[config.mk]
export PLATFORM = sky130hd
export DESIGN_NAME = xpvrt_top
export DESIGN_NICKNAME = d
export VERILOG_FILES = /design/src/design/xpvrt_pkg.sv /design/src/design/xpvrt_top.sv /design/src/design/xpvrt_sync.sv
export SDC_FILE = /design/constraint.sdc
export NUM_CORES = 1
export LEC_CHECK = 0
export BUFFER_PORTS_ARGS = -buffer_cell sky130_fd_sc_hd__buf_2
export CORE_ASPECT_RATIO = 1.1
export CORE_MARGIN = 2
export CORE_UTILIZATION = 37
export DETAILED_ROUTE_END_ITERATION = 7
export HOLD_SLACK_MARGIN = 0.06
export SLEW_MARGIN = 20
export SYNTH_ARGS = -nofsm -noshare
export SYNTH_HDL_FRONTEND = slang
export SYNTH_SLANG_ARGS = --single-unit
[constraint.sdc]
create_clock -name clk -period 14.4 [get_ports clk]
set_input_delay 0.72 -clock clk [delete_from_list [all_inputs] [get_ports clk]]
set_output_delay 0.72 -clock clk [all_outputs]
set_load 0.01 [all_outputs]
[src/design/xpvrt_pkg.sv]
// Constants, types and helpers for the panel video readout timing
// ==========================================================================
package xpvrt_pkg;
  // ========================================================================
  // Clocking
  localparam int unsigned CLK_PERIOD_NS = 40;
  localparam int unsigned PCLK_PERIOD_NS = 160;
  localparam int unsigned PCLK_DIV = PCLK_PERIOD_NS / CLK_PERIOD_NS;
  localparam logic [1:0] PDIV_LAST = 2'(PCLK_DIV - 1);
  localparam logic [1:0] PDIV_FALL = 2'(PCLK_DIV / 2);
  // ========================================================================
  // Geometry
  localparam int WORD_W = 12;
  localparam logic [10:0] GUARD_PIX = 11'h011;
  localparam logic [10:0] COL_LAST = 11'h41f;
  localparam logic [10:0] GROUP_CH = 11'h084;
  localparam logic [10:0] EFF_PIX1 = 11'h408;
  localparam logic [10:0] EFF_PIX2 = 11'h204;
  localparam logic [10:0] EFF_PIX4 = 11'h102;
  localparam logic [10:0] DUM_PIX1 = 11'h019;
  localparam logic [10:0] DUM_PIX2 = 11'h00d;
  localparam logic [10:0] DUM_PIX4 = 11'h007;
  localparam logic [10:0] GAP_PIX1 = 11'h16e;
  localparam logic [10:0] GAP_PIX2 = 11'h37e;
  localparam logic [10:0] GAP_PIX4 = 11'h486;
  localparam logic [10:0] EFF_LIN1 = 11'h3f4;
  localparam logic [10:0] EFF_LIN2 = 11'h1fa;
  localparam logic [10:0] EFF_LIN4 = 11'h0fd;
  localparam logic [10:0] DUM_LIN1 = 11'h02c;
  localparam logic [10:0] DUM_LIN2 = 11'h016;
  localparam logic [10:0] DUM_LIN4 = 11'h00b;
  // ========================================================================
  // Binning pin codes
  localparam logic [1:0] BINSEL_2X2 = 2'h1;
  localparam logic [1:0] BINSEL_4X4 = 2'h2;
  // ========================================================================
  // Register map
  localparam int AXI_AW = 4;
  localparam logic [3:0] ADDR_CTRL = 4'h0;
  localparam logic [3:0] ADDR_STATUS = 4'h4;
  localparam logic [3:0] ADDR_TDELAY = 4'h8;
  localparam logic [3:0] ADDR_WORD_MASK = 4'hc;
  localparam int CTRL_RUN = 0;
  localparam int CTRL_TEST = 1;
  localparam logic [1:0] CTRL_RESET = 2'h1;
  localparam logic [15:0] TDELAY_RESET = 16'h0100;
  localparam logic [1:0] RESP_OKAY = 2'h0;
  localparam logic [1:0] RESP_SLVERR = 2'h2;
  // ========================================================================
  // Types
  typedef enum logic [1:0] {
    BINNING_SELECT_HIGH = 2'h0,
    BIN2 = 2'h1,
    BIN4 = 2'h2
  } xpvrt_bin_e;
  typedef enum logic [3:0] {
    ST_IDLE = 4'h1,
    ST_WAIT = 4'h2,
    ST_DELAY = 4'h4,
    ST_SCAN = 4'h8
  } xpvrt_state_e;
  typedef struct packed {
    logic frameSync;
    logic lineSync;
    logic pixelClk;
    logic [WORD_W-1:0] pixelWordLines;
  } xpvrt_video_s;
  typedef struct packed {
    logic binningSelectLow;
    logic binningSelectHigh;
    logic grabberTriggerIn;
    logic coaxTriggerIn;
    logic triggerSourceSelect;
  } xpvrt_pins_s;
  typedef struct packed {
    logic [10:0] effPix;
    logic [10:0] dumPix;
    logic [10:0] gapPix;
    logic [10:0] effLin;
    logic [10:0] dumLin;
    logic [10:0] step;
  } xpvrt_geom_s;
  // ========================================================================
  // Helpers
  function automatic xpvrt_bin_e binDecode(input logic [1:0] pins);
    unique case (pins)
      BINSEL_2X2: binDecode = BIN2;
      BINSEL_4X4: binDecode = BIN4;
      default: binDecode = BINNING_SELECT_HIGH;
    endcase
  endfunction
  function automatic xpvrt_geom_s geomOf(input xpvrt_bin_e b);
    unique case (b)
      BIN2: geomOf = '{EFF_PIX2, DUM_PIX2, GAP_PIX2, EFF_LIN2, DUM_LIN2,
                       11'h002};
      BIN4: geomOf = '{EFF_PIX4, DUM_PIX4, GAP_PIX4, EFF_LIN4, DUM_LIN4,
                       11'h004};
      default: geomOf = '{EFF_PIX1, DUM_PIX1, GAP_PIX1, EFF_LIN1, DUM_LIN1,
                          11'h001};
    endcase
  endfunction
endpackage

[src/design/xpvrt_top.sv]
// Panel readout timing, video port and register slave
//
// Added by the designer: the placing of the registers and register access over AXI4-Lite.
`timescale 1ns/1ps
module xpvrt_top
  import xpvrt_pkg::*;
(
  input wire logic clk,
  input wire logic nrst,
  input wire logic binningSelectLow,
  input wire logic binningSelectHigh,
  input wire logic grabberTriggerIn,
  input wire logic coaxTriggerIn,
  input wire logic triggerSourceSelect,
  input wire logic [WORD_W-1:0] adcWord,
  output xpvrt_video_s video,
  output xpvrt_video_s videoN,
  output logic scanActive,
  output logic [2:0] scanGroup,
  output logic [7:0] scanChan,
  input wire logic [AXI_AW-1:0] s_axi_awaddr,
  input wire logic s_axi_awvalid,
  output logic s_axi_awready,
  input wire logic [31:0] s_axi_wdata,
  input wire logic [3:0] s_axi_wstrb,
  input wire logic s_axi_wvalid,
  output logic s_axi_wready,
  output logic [1:0] s_axi_bresp,
  output logic s_axi_bvalid,
  input wire logic s_axi_bready,
  input wire logic [AXI_AW-1:0] s_axi_araddr,
  input wire logic s_axi_arvalid,
  output logic s_axi_arready,
  output logic [31:0] s_axi_rdata,
  output logic [1:0] s_axi_rresp,
  output logic s_axi_rvalid,
  input wire logic s_axi_rready
);
  // ==========================================================================
  // Pin synchronisers
  xpvrt_pins_s pinsRaw;
  xpvrt_pins_s pins;
  logic [4:0] pinsSync;

  assign pinsRaw = '{binningSelectLow, binningSelectHigh, grabberTriggerIn,
                     coaxTriggerIn, triggerSourceSelect};

  xpvrt_sync #(.W(5)) uSync (
    .clk(clk),
    .nrst(nrst),
    .asyncIn(pinsRaw),
    .syncOut(pinsSync)
  );
  assign pins = pinsSync;

  // ==========================================================================
  // Register file and bus state
  logic [1:0] ctrl_q, ctrl_d;
  logic [15:0] tDelay_q, tDelay_d;
  logic awGot_q, awGot_d;
  logic [AXI_AW-1:0] awAddr_q, awAddr_d;
  logic wGot_q, wGot_d;
  logic [31:0] wData_q, wData_d;
  logic [3:0] wStrb_q, wStrb_d;
  logic awReady_q, awReady_d;
  logic wReady_q, wReady_d;
  logic bValid_q, bValid_d;
  logic [1:0] bResp_q, bResp_d;
  logic arReady_q, arReady_d;
  logic rValid_q, rValid_d;
  logic [31:0] rData_q, rData_d;
  logic [1:0] rResp_q, rResp_d;
  logic [31:0] statusWord;

  // ==========================================================================
  // Timing state
  xpvrt_state_e state_q, state_d;
  xpvrt_bin_e bin_q, bin_d;
  logic [1:0] pdiv_q, pdiv_d;
  logic [10:0] pixCnt_q, pixCnt_d;
  logic [10:0] lineCnt_q, lineCnt_d;
  logic [15:0] delayCnt_q, delayCnt_d;
  logic [15:0] frameCnt_q, frameCnt_d;
  logic trigPrev_q, trigPrev_d;
  xpvrt_video_s video_q, video_d;
  xpvrt_video_s videoN_q, videoN_d;
  logic scanActive_q, scanActive_d;
  logic [2:0] scanGroup_q, scanGroup_d;
  logic [7:0] scanChan_q, scanChan_d;
  logic tick;
  logic trigLevel;
  logic trigRise;
  logic extMode;
  xpvrt_geom_s geomQ, geomD;
  logic [10:0] pixLast, lineLast;
  logic [10:0] actStart, effStart, gapStart, col, colRaw;
  logic inLine, inEff;

  // ==========================================================================
  // AXI4-Lite slave
  always_comb begin
    statusWord = '0;
    statusWord[0] = state_q == ST_SCAN;
    statusWord[1] = state_q == ST_WAIT;
    statusWord[2] = state_q == ST_DELAY;
    statusWord[4:3] = bin_q;
    statusWord[5] = extMode;
    statusWord[31:16] = frameCnt_q;
  end

  always_comb begin
    ctrl_d = ctrl_q;
    tDelay_d = tDelay_q;
    awGot_d = awGot_q;
    awAddr_d = awAddr_q;
    wGot_d = wGot_q;
    wData_d = wData_q;
    wStrb_d = wStrb_q;
    bValid_d = bValid_q;
    bResp_d = bResp_q;
    rValid_d = rValid_q;
    rData_d = rData_q;
    rResp_d = rResp_q;
    if (s_axi_awvalid && awReady_q) begin
      awGot_d = 1'b1;
      awAddr_d = s_axi_awaddr & ADDR_WORD_MASK;
    end
    if (s_axi_wvalid && wReady_q) begin
      wGot_d = 1'b1;
      wData_d = s_axi_wdata;
      wStrb_d = s_axi_wstrb;
    end
    if (bValid_q && s_axi_bready) begin
      bValid_d = 1'b0;
    end
    if (awGot_q && wGot_q && !bValid_q) begin
      awGot_d = 1'b0;
      wGot_d = 1'b0;
      bValid_d = 1'b1;
      bResp_d = RESP_OKAY;
      unique case (awAddr_q)
        ADDR_CTRL: begin
          if (wStrb_q[0]) begin
            ctrl_d = wData_q[1:0];
          end
        end
        ADDR_TDELAY: begin
          if (wStrb_q[0]) begin
            tDelay_d[7:0] = wData_q[7:0];
          end
          if (wStrb_q[1]) begin
            tDelay_d[15:8] = wData_q[15:8];
          end
        end
        ADDR_STATUS: bResp_d = RESP_OKAY;
        default: bResp_d = RESP_SLVERR;
      endcase
    end
    if (rValid_q && s_axi_rready) begin
      rValid_d = 1'b0;
    end
    if (s_axi_arvalid && arReady_q) begin
      rValid_d = 1'b1;
      rResp_d = RESP_OKAY;
      unique case (s_axi_araddr & ADDR_WORD_MASK)
        ADDR_CTRL: rData_d = {30'h0, ctrl_q};
        ADDR_STATUS: rData_d = statusWord;
        ADDR_TDELAY: rData_d = {16'h0, tDelay_q};
        default: begin
          rData_d = 32'h0;
          rResp_d = RESP_SLVERR;
        end
      endcase
    end
    awReady_d = !awGot_d && !bValid_d;
    wReady_d = !wGot_d && !bValid_d;
    arReady_d = !rValid_d;
  end

  always_ff @(posedge clk or negedge nrst) begin
    if (!nrst) begin
      ctrl_q <= CTRL_RESET;
      tDelay_q <= TDELAY_RESET;
      awGot_q <= 1'b0;
      awAddr_q <= '0;
      wGot_q <= 1'b0;
      wData_q <= '0;
      wStrb_q <= '0;
      awReady_q <= 1'b1;
      wReady_q <= 1'b1;
      bValid_q <= 1'b0;
      bResp_q <= RESP_OKAY;
      arReady_q <= 1'b1;
      rValid_q <= 1'b0;
      rData_q <= '0;
      rResp_q <= RESP_OKAY;
    end else begin
      ctrl_q <= ctrl_d;
      tDelay_q <= tDelay_d;
      awGot_q <= awGot_d;
      awAddr_q <= awAddr_d;
      wGot_q <= wGot_d;
      wData_q <= wData_d;
      wStrb_q <= wStrb_d;
      awReady_q <= awReady_d;
      wReady_q <= wReady_d;
      bValid_q <= bValid_d;
      bResp_q <= bResp_d;
      arReady_q <= arReady_d;
      rValid_q <= rValid_d;
      rData_q <= rData_d;
      rResp_q <= rResp_d;
    end
  end

  // ==========================================================================
  // Frame sequencer
  assign tick = pdiv_q == PDIV_LAST;
  assign trigLevel = pins.grabberTriggerIn & pins.coaxTriggerIn;
  assign trigRise = trigLevel && !trigPrev_q;
  assign extMode = pins.triggerSourceSelect;
  assign geomQ = geomOf(bin_q);
  assign pixLast = 11'(GUARD_PIX + geomQ.dumPix + geomQ.effPix
                       + geomQ.gapPix - 11'h001);
  assign lineLast = 11'(geomQ.dumLin + geomQ.effLin - 11'h001);

  always_comb begin
    state_d = state_q;
    bin_d = bin_q;
    pixCnt_d = pixCnt_q;
    lineCnt_d = lineCnt_q;
    delayCnt_d = delayCnt_q;
    frameCnt_d = frameCnt_q;
    trigPrev_d = trigLevel;
    pdiv_d = tick ? 2'h0 : 2'(pdiv_q + 2'h1);
    unique case (state_q)
      ST_IDLE: begin
        if (ctrl_q[CTRL_RUN] && tick) begin
          pixCnt_d = '0;
          lineCnt_d = '0;
          if (extMode) begin
            state_d = ST_WAIT;
          end else begin
            state_d = ST_SCAN;
            bin_d = binDecode({pins.binningSelectHigh,
                               pins.binningSelectLow});
          end
        end
      end
      ST_WAIT: begin
        if (!ctrl_q[CTRL_RUN] || !extMode) begin
          state_d = ST_IDLE;
        end else if (trigRise) begin
          state_d = ST_DELAY;
          delayCnt_d = tDelay_q;
        end
      end
      ST_DELAY: begin
        if (tick) begin
          if (delayCnt_q == 16'h0) begin
            state_d = ST_SCAN;
            bin_d = binDecode({pins.binningSelectHigh,
                               pins.binningSelectLow});
          end else begin
            delayCnt_d = 16'(delayCnt_q - 16'h1);
          end
        end
      end
      ST_SCAN: begin
        if (tick) begin
          if (pixCnt_q == pixLast) begin
            pixCnt_d = '0;
            if (lineCnt_q == lineLast) begin
              state_d = ST_IDLE;
              frameCnt_d = 16'(frameCnt_q + 16'h1);
            end else begin
              lineCnt_d = 11'(lineCnt_q + 11'h001);
            end
          end else begin
            pixCnt_d = 11'(pixCnt_q + 11'h001);
          end
        end
      end
    endcase
  end

  // ==========================================================================
  // Video port and column scan
  assign geomD = geomOf(bin_d);
  assign actStart = GUARD_PIX;
  assign effStart = 11'(GUARD_PIX + geomD.dumPix);
  assign gapStart = 11'(effStart + geomD.effPix);
  assign inLine = (state_d == ST_SCAN) && (pixCnt_d >= actStart)
                  && (pixCnt_d < gapStart);
  assign inEff = inLine && (pixCnt_d >= effStart)
                 && (lineCnt_d >= geomD.dumLin);
  assign colRaw = 11'((pixCnt_d - actStart) * geomD.step);
  assign col = (colRaw > COL_LAST) ? COL_LAST : colRaw;

  always_comb begin
    video_d.frameSync = state_d == ST_SCAN;
    video_d.lineSync = inLine;
    video_d.pixelClk = pdiv_d < PDIV_FALL;
    video_d.pixelWordLines = video_q.pixelWordLines;
    if (tick) begin
      video_d.pixelWordLines = '0;
      if (inEff) begin
        video_d.pixelWordLines = ctrl_q[CTRL_TEST] ? col[WORD_W-1:0]
                                                   : adcWord;
      end
    end
    videoN_d = ~video_d;
    scanActive_d = inLine;
    scanGroup_d = 3'(col / GROUP_CH);
    scanChan_d = 8'(col % GROUP_CH);
  end

  always_ff @(posedge clk or negedge nrst) begin
    if (!nrst) begin
      state_q <= ST_IDLE;
      bin_q <= BINNING_SELECT_HIGH;
      pdiv_q <= 2'(PDIV_FALL - 2'h1);
      pixCnt_q <= '0;
      lineCnt_q <= '0;
      delayCnt_q <= '0;
      frameCnt_q <= '0;
      trigPrev_q <= 1'b1;
      video_q <= '0;
      videoN_q <= '1;
      scanActive_q <= 1'b0;
      scanGroup_q <= '0;
      scanChan_q <= '0;
    end else begin
      state_q <= state_d;
      bin_q <= bin_d;
      pdiv_q <= pdiv_d;
      pixCnt_q <= pixCnt_d;
      lineCnt_q <= lineCnt_d;
      delayCnt_q <= delayCnt_d;
      frameCnt_q <= frameCnt_d;
      trigPrev_q <= trigPrev_d;
      video_q <= video_d;
      videoN_q <= videoN_d;
      scanActive_q <= scanActive_d;
      scanGroup_q <= scanGroup_d;
      scanChan_q <= scanChan_d;
    end
  end

  // ==========================================================================
  // Outputs
  assign video = video_q;
  assign videoN = videoN_q;
  assign scanActive = scanActive_q;
  assign scanGroup = scanGroup_q;
  assign scanChan = scanChan_q;
  assign s_axi_awready = awReady_q;
  assign s_axi_wready = wReady_q;
  assign s_axi_bvalid = bValid_q;
  assign s_axi_bresp = bResp_q;
  assign s_axi_arready = arReady_q;
  assign s_axi_rvalid = rValid_q;
  assign s_axi_rdata = rData_q;
  assign s_axi_rresp = rResp_q;
endmodule // xpvrt_top

[src/design/xpvrt_sync.sv]
// Two-flop synchroniser bank for static pin levels
`timescale 1ns/1ps
module xpvrt_sync
  import xpvrt_pkg::*;
#(
  parameter int W = 5
) (
  input wire logic clk,
  input wire logic nrst,
  input wire logic [W-1:0] asyncIn,
  output logic [W-1:0] syncOut
);
  logic [W-1:0] stage1_q;
  logic [W-1:0] stage1_d;
  logic [W-1:0] stage2_q;
  logic [W-1:0] stage2_d;

  always_comb begin
    stage1_d = asyncIn;
    stage2_d = stage1_q;
  end

  always_ff @(posedge clk or negedge nrst) begin
    if (!nrst) begin
      stage1_q <= '0;
      stage2_q <= '0;
    end else begin
      stage1_q <= stage1_d;
      stage2_q <= stage2_d;
    end
  end

  assign syncOut = stage2_q;
endmodule // xpvrt_sync

# Word level (Yosys, flattened, before mapping)

Index checks and enable logic that the tools add are counted.

Register bits after elaboration: 195
Bits of input ports: 68
Output and inout port bits: 83
Word-level logic and storage cells: 166

$add $sub $neg: 14
$mul: 1
Divide/modulo/power cells: 2
Order comparisons: 6
Eq/ne operators: 22
Muxes and demuxes: 48
Bitwise operators: 2
Reductions and logical operators: 35

Operator list:

| operator              | number |
|---|---|
| $pmux 66 s2           | 2 |
| $pmux 32 s3           | 1 |
| $mux 11               | 8 |
| $mux 16               | 4 |
| $add 11x11->11        | 4 |
| $pmux 11 s2           | 2 |
| $mux 12               | 3 |
| $mux 4                | 9 |
| $pmux 16 s2           | 1 |
| $add 11x1->11 const B | 2 |
| $add 5x11->11 const A | 2 |
| $eq 11x11->1          | 2 |
| $ge 11x11->1          | 2 |
| $sub 11x1->11 const B | 2 |
| $add 16x1->16 const B | 1 |
| $logic_not 16->1      | 1 |
| $pmux 4 s4            | 1 |
| $sub 16x1->16 const B | 1 |
| $logic_and 1x1->1     | 15 |
| $not 15->15           | 1 |
| $mux 2                | 7 |
| $eq 2x2->1 const B    | 6 |
| $div 11x8->11 const B | 1 |
| $ge 11x5->1 const B   | 1 |
| 25 further kinds      | 51 |

# Depth between registers and ports, before layout

Word-level depth: 18
Depth in mapped cells: 38
Depth with buffers taken out: 38

# Hierarchy

From an unflattened synthesis, not the netlist that was laid out.

Cells, all modules: 1,064
Area, all modules: 10,734.0 um^2

Modules (own cells, without submodules):

| module     | times used | cells an instance | area each (um^2) |
|---|---|---|---|
| xpvrt_top  | 1          | 1,054             | 10,483.8 |
| xpvrt_sync | 1          | 10                | 250.2 |

# Worst setup path after synthesis

Ideal clock, no wire load.

Path type: flip-flop to flip-flop
Start point: register delayCnt_q[10]
End point: register scanChan_q[2], in the netlist scanChan[2]
Setup time: 120 ps
Arrival: 7,716 ps
Data required time: 14,280 ps
Path slack: 6,565 ps
Cell stages (with the launch flop): 36
Path buffers: 0
Clock period less this slack: 7,835 ps
Path through: dfrtp_1 > or3_1 > or3_1 > nor3_1 > a31oi_1 > nor3_1 > nand2_1 > o21ai_0 > inv_1 > ha_1 > and2_1 > ha_1 > ha_1 > inv_1 > fa_1 > inv_1 > ha_1 > inv_1 > fa_1 > nor2b_1 > o21ai_0 > a21boi_0 > o21ai_0 > nor3_1 > o21ai_0 > or3_1 > nand3b_1 > a21oi_2 > o21ai_2 > xor2_2 > ha_1 > nand2_1 > nor3_1 > nor2b_1 > a311o_1 > a31o_1

Cells in the longest elaborated chain, start to end: 10
Elaborated cells between the ends (all ways): 11
Classes of those cells: 1 x mul; 1 x div; 1 x order compare; 2 x eq/ne; 5 x mux; 1 x reduce/logical

Ends and longest elaborated chain:

| item                                     | line             | RTL |
|---|---|---|
| start, declared                          | xpvrt_top.sv:82  | `logic [15:0] delayCnt_q, delayCnt_d;` |
| start signal, assigned                   | xpvrt_top.sv:339 | `delayCnt_q <= delayCnt_d;` |
| $logic_not 16->1 (*)                     | xpvrt_top.sv:260 | `if (delayCnt_q == 16'h0) begin` |
| $mux 2 (*)                               | xpvrt_top.sv:260 |  |
| $mux 2 (*)                               | xpvrt_top.sv:259 | `if (tick) begin` |
| $pmux 2 s2 (*)                           | xpvrt_top.sv:236 | `unique case (state_q)` |
| named net bin_d[1]                       | xpvrt_top.sv:78  | `xpvrt_bin_e bin_q, bin_d;` |
| $eq 2x2->1 or $eq 2x1->1 (tied branches) | xpvrt_pkg.sv:93  | `unique case (b)` |
| $pmux 66 s2 (*)                          | xpvrt_pkg.sv:93  |  |
| $mul 11x11->11 (*)                       | xpvrt_top.sv:297 | `assign colRaw = 11'((pixCnt_d - actStart) * geomD.step);` |
| $gt 11x11->1                             | xpvrt_top.sv:298 | `assign col = (colRaw > COL_LAST) ? COL_LAST : colRaw;` |
| $mux 11 (*)                              | xpvrt_top.sv:298 |  |
| $mod 11x8->11 (*)                        | xpvrt_top.sv:315 | `scanChan_d = 8'(col % GROUP_CH);` |
| named net scanChan_d[2]                  | xpvrt_top.sv:89  | `logic [7:0] scanChan_q, scanChan_d;` |
| end signal, assigned                     | xpvrt_top.sv:346 | `scanChan_q <= scanChan_d;` |
| end, declared                            | xpvrt_top.sv:89  |  |

Mark *: on every way through the listed nets, which the timed path passes. The rest lies on a longest branch.
A chain may end at the register's enable or synchronous reset.

# Worst setup path after layout

Start point: register pdiv_q[0]
End point: register scanChan_q[6], in the netlist scanChan[6]

Cells in the longest elaborated chain, start to end: 10
Elaborated cells between the ends (all ways): 16
Classes of those cells: 1 x add/sub; 1 x mul; 1 x div; 1 x order compare; 3 x eq/ne; 8 x mux; 1 x reduce/logical

Ends and longest elaborated chain:

| item                                     | line             | RTL |
|---|---|---|
| start, declared                          | xpvrt_top.sv:79  | `logic [1:0] pdiv_q, pdiv_d;` |
| start signal, assigned                   | xpvrt_top.sv:322 | `pdiv_q <= 2'(PDIV_FALL - 2'h1);` |
| start signal, assigned                   | xpvrt_top.sv:336 | `pdiv_q <= pdiv_d;` |
| $eq 2x2->1 (*)                           | xpvrt_top.sv:218 | `assign tick = pdiv_q == PDIV_LAST;` |
| $logic_and 1x1->1                        | xpvrt_top.sv:238 | `if (ctrl_q[CTRL_RUN] && tick) begin` |
| $mux 2                                   | xpvrt_top.sv:238 |  |
| $pmux 2 s2 (*)                           | xpvrt_top.sv:236 |  |
| named net bin_d[1]                       | xpvrt_top.sv:78  |  |
| $eq 2x2->1 or $eq 2x1->1 (tied branches) | xpvrt_pkg.sv:93  |  |
| $pmux 66 s2 (*)                          | xpvrt_pkg.sv:93  |  |
| $mul 11x11->11 (*)                       | xpvrt_top.sv:297 |  |
| $gt 11x11->1                             | xpvrt_top.sv:298 |  |
| $mux 11 (*)                              | xpvrt_top.sv:298 |  |
| $mod 11x8->11 (*)                        | xpvrt_top.sv:315 |  |
| named net scanChan_d[6]                  | xpvrt_top.sv:89  |  |

Marks and branches as above.

==> flow_metrics.env <==
export IMPL_ys_top_cells_by_area="dfrtp_1 (39%), ha_1 (6.5%), dfstp_2 (5.5%), mux2_2 (4.0%), o21ai_0 (3.4%)"
export IMPL_min_period_ns=10.13
export IMPL_drt_iter0_markers=447
export IMPL_ant_nets=0
export IMPL_viasPerCell=5.42
export IMPL_grt_pass1_vias=8371
export IMPL_die_w_um=168
export IMPL_post_cts_repair_setup_buffers=0
export IMPL_yosys_warnings=0
export IMPL_final_cells=1618
export IMPL_reg2reg_from="pdiv_q[0]"
export IMPL_final_max_slew_viol_count=0
export IMPL_core_area_mm2=0.0293
export IMPL_antenna_found_initial=3
export IMPL_synth_commonest_cells="dfrtp_1 (170), nor2_1 (84), nand2_1 (83), o21ai_0 (75), inv_1 (70)"
export IMPL_vias=8769
export IMPL_finalHoldViolCount=0
export IMPL_relSlewSlack=0.354
export IMPL_yosysTopAreaCellShare=0.389
export IMPL_leakagePower_nw=5.88
export IMPL_critPathArrivalTime_ns=10.47
export IMPL_crit_type="reg2reg"
export IMPL_crit_slowest_cell="inv_1"
export IMPL_tns_ns=0
export IMPL_fin_worst_skew_ns=0.0133
export IMPL_cp_required_ns=14.74
export IMPL_floorplan_initialDensity=0.373
export IMPL_cts_made_buffers=17
export IMPL_r2r_setup_slack_ns=4.27
export IMPL_endpoint="scanChan[6]"
export IMPL_rsz0062_at_grt="no"
export IMPL_clk_latency_ns=0.45
export IMPL_cap_violations=0
export IMPL_synth_async_reset_ratio=1.00
export IMPL_fin_nets=1362
export IMPL_crit_path_start="pdiv_q[0]"
export IMPL_remaining_drc_errors=0
export IMPL_first_pass_iters=5
export IMPL_clock_sinks=193
export IMPL_rr_endpoint="scanChan[6]"
export IMPL_drive_gt1_frac=0.210
export IMPL_ys_seq_area_frac=0.444
export IMPL_pin_count=151
export IMPL_yosysTopAreaCell="dfrtp_1"
export IMPL_r2r_cells=36
export IMPL_ys_ff_latch=193
export IMPL_post_route_period_util=0.703
export IMPL_grt_pass1_wl_mm=43.8
export IMPL_die_y_um=184
export IMPL_postSynthAreaPerCell_um2=9.81
export IMPL_post_drt_wl_per_cell_um=16.5
export IMPL_hold_path_class="in2async"
export IMPL_io_buffer_count=126
export IMPL_clkSlewWorstSetupHoldPaths_ns=0.07
export IMPL_numPlacedInstances=1584
export IMPL_clk_path_buf_depth=2
export IMPL_ctsResizeCount=0
export IMPL_row_count=66
export IMPL_wl_mm=26.7
export IMPL_ys_types=89
export IMPL_worst_pin_slew_ns=0.956
export IMPL_root_buffer="clkbuf_16"
export IMPL_grt_use_total=0.178
export IMPL_path_max_fanout=25
export IMPL_cts_hold_buf=0
export IMPL_cts_tree="yes"
export IMPL_synth_edf_count=0
export IMPL_dpl_hpwl_mm=19.6
export IMPL_htreeDepth=4
export IMPL_ir_worst_vdd_v=0.0000854
export IMPL_setup_viol=0
export IMPL_status="completed"
export IMPL_synthFlopType="dfrtp_1"
export IMPL_slowest_delay_ns=0.64
export IMPL_grt_overflow=0
export IMPL_dieArea_mm2=0.0310
export IMPL_grt_max_degree=74
export IMPL_synth_cell_area_mm2=0.0109
export IMPL_p_per_area_mw_per_mm2=145
export IMPL_cp_start_kind="flop"
export IMPL_max_freq_ghz=0.0987
export IMPL_place_congestion=0.858
export IMPL_synth_most_common_cell="dfrtp_1"
export IMPL_area_delta_synth_final_pct=14.6
export IMPL_endpoint_kind="flop"
export IMPL_syn_inst=1116
flip-flops by register name (all words and copies together), names as in the netlist, 2 cells and up:
| register | flops |
|---|---|
| pixCnt_q | 11 |
| ctrl_q | 2 |
| pdiv_q | 2 |
| uSync.syncOut | 5 |
| scanGroup | 3 |
| wData_q | 16 |
| videoN | 15 |
| scanChan | 8 |
| state_q | 4 |
| frameCnt_q | 16 |
| s_axi_rdata | 32 |
| delayCnt_q | 16 |
| tDelay_q | 16 |
| video | 14 |
| bin_q | 2 |
| wStrb_q | 2 |
| uSync.stage1_q | 5 |
| lineCnt_q | 11 |
| awAddr_q | 2 |
area by class of cell:
class,count,area [um^2]
Clock inverter,15,163
Multi-Input combinational cell,813,5660
Fill cell,2846,16800
Tap cell,374,468
Timing Repair Buffer,133,692
Inverter,71,267
Antenna cell,2,5.00
Clock buffer,17,425
Sequential cell,193,4860
placed cells by master, fill, tap and decap left out, types with 6 or more instances in the layout:
cell | synthesis | layout
fa_1 | 8 | 8
ha_1 | 57 | 57
a21oi_1 | 58 | 58
o31ai_1 | 6 | 6
o211ai_1 | 10 | 10
a22o_1 | 27 | 27
nor2b_1 | 10 | 9
mux2_2 | 39 | 39
a22oi_1 | 7 | 7
inv_1 | 70 | 70
o21a_1 | 8 | 8
nand2_1 | 83 | 82
and2_1 | 22 | 22
xnor2_1 | 20 | 20
and3_1 | 12 | 12
nor2_1 | 84 | 84
nor3_1 | 30 | 30
a21o_1 | 17 | 17
a211oi_1 | 6 | 6
nand4_1 | 20 | 20
buf_4 | 3 | 7
clkbuf_16 | 0 | 17
or2_2 | 6 | 6
dfrtp_1 | 170 | 170
o21ai_0 | 75 | 75
nand2b_1 | 13 | 13
a31oi_1 | 10 | 10
or3_1 | 16 | 16
o21ai_1 | 6 | 6
nand3_1 | 34 | 34
dfstp_2 | 23 | 23
buf_2 | 5 | 125
xor2_1 | 16 | 16
nor4_1 | 12 | 12
critical path: cells and delay by family, from the launching register on:
family	cells	cell delay, ns
AO/OA/AOI/OAI	9	2.19
XOR/XNOR	1	0.34
adder cells (fa/ha/maj)	8	2.91
buffers and inverters	6	1.25
flip-flops	1	0.53
AND/OR/NAND/NOR	12	2.82
per-layer routing:
metal,up-vias,wire (um),GRT usage
li1,4258,-,-
met1,4272,12200,0.233
met2,202,12700,0.296
met3,35,1320,0.0369
met4,2,565,0.0563
met5,-,13,0
metrics by stage:
step | power (mW) | utilization | worst slack (ns) | instance area (um^2) | hold slack, ns
6_report | 1.82 | 0.428 | 4.27 | 12500 | 0.232
5_1_grt | 1.95 | 0.428 | 3.38 | 12500 | 0.257
4_1_cts | 1.84 | 0.428 | 4.33 | 12500 | 0.249
3_5_place_dp | 1.36 | 0.408 | 4.40 | 11900 | 0.336
3_3_place_gp | 1.34 | 0.408 | 4.45 | 11900 | 0.334
2_1_floorplan | 1.18 | - | 6.56 | 11000 | 0.331
how the worst min path moves through the flow:
stage                 startpoint                end  slack (ns)  cells after the start
2_1_floorplan  uSync.stage1_q[0]   uSync.syncOut[0]        0.33                      0
3_3_place_gp   uSync.stage1_q[0]   uSync.syncOut[0]        0.33                      0
3_5_place_dp   uSync.stage1_q[2]   uSync.syncOut[2]        0.34                      0
4_1_cts                     nrst  uSync.stage1_q[2]        0.25                      1
5_1_grt                     nrst  uSync.stage1_q[2]        0.26                      1
6_report                    nrst  uSync.stage1_q[2]        0.23                      1
cell families (layout without fill, tap and decap cells):
logic type,count (synthesis),in the layout,synth area share
and+or+nand+nor,376,376,0.178
AOI/OAI and AO/OA,287,287,0.181
DFF,193,193,0.444
buffers and inverters,111,236,0.0397
adders and majority gates,65,65,0.0798
muxes,45,45,0.0457
xor gates and xnor gates,38,38,0.0318
other,1,4,0.000343
report_power, final:
| part | internal, mW | switching, mW |
|---|---|---|
| Combinational | 0.268 | 0.366 |
| Sequential | 0.638 | 0.0775 |
| Clock | 0.234 | 0.240 |
| Total | 1.14 | 0.683 |
Note: power is estimated with default switching activity, not from simulation.
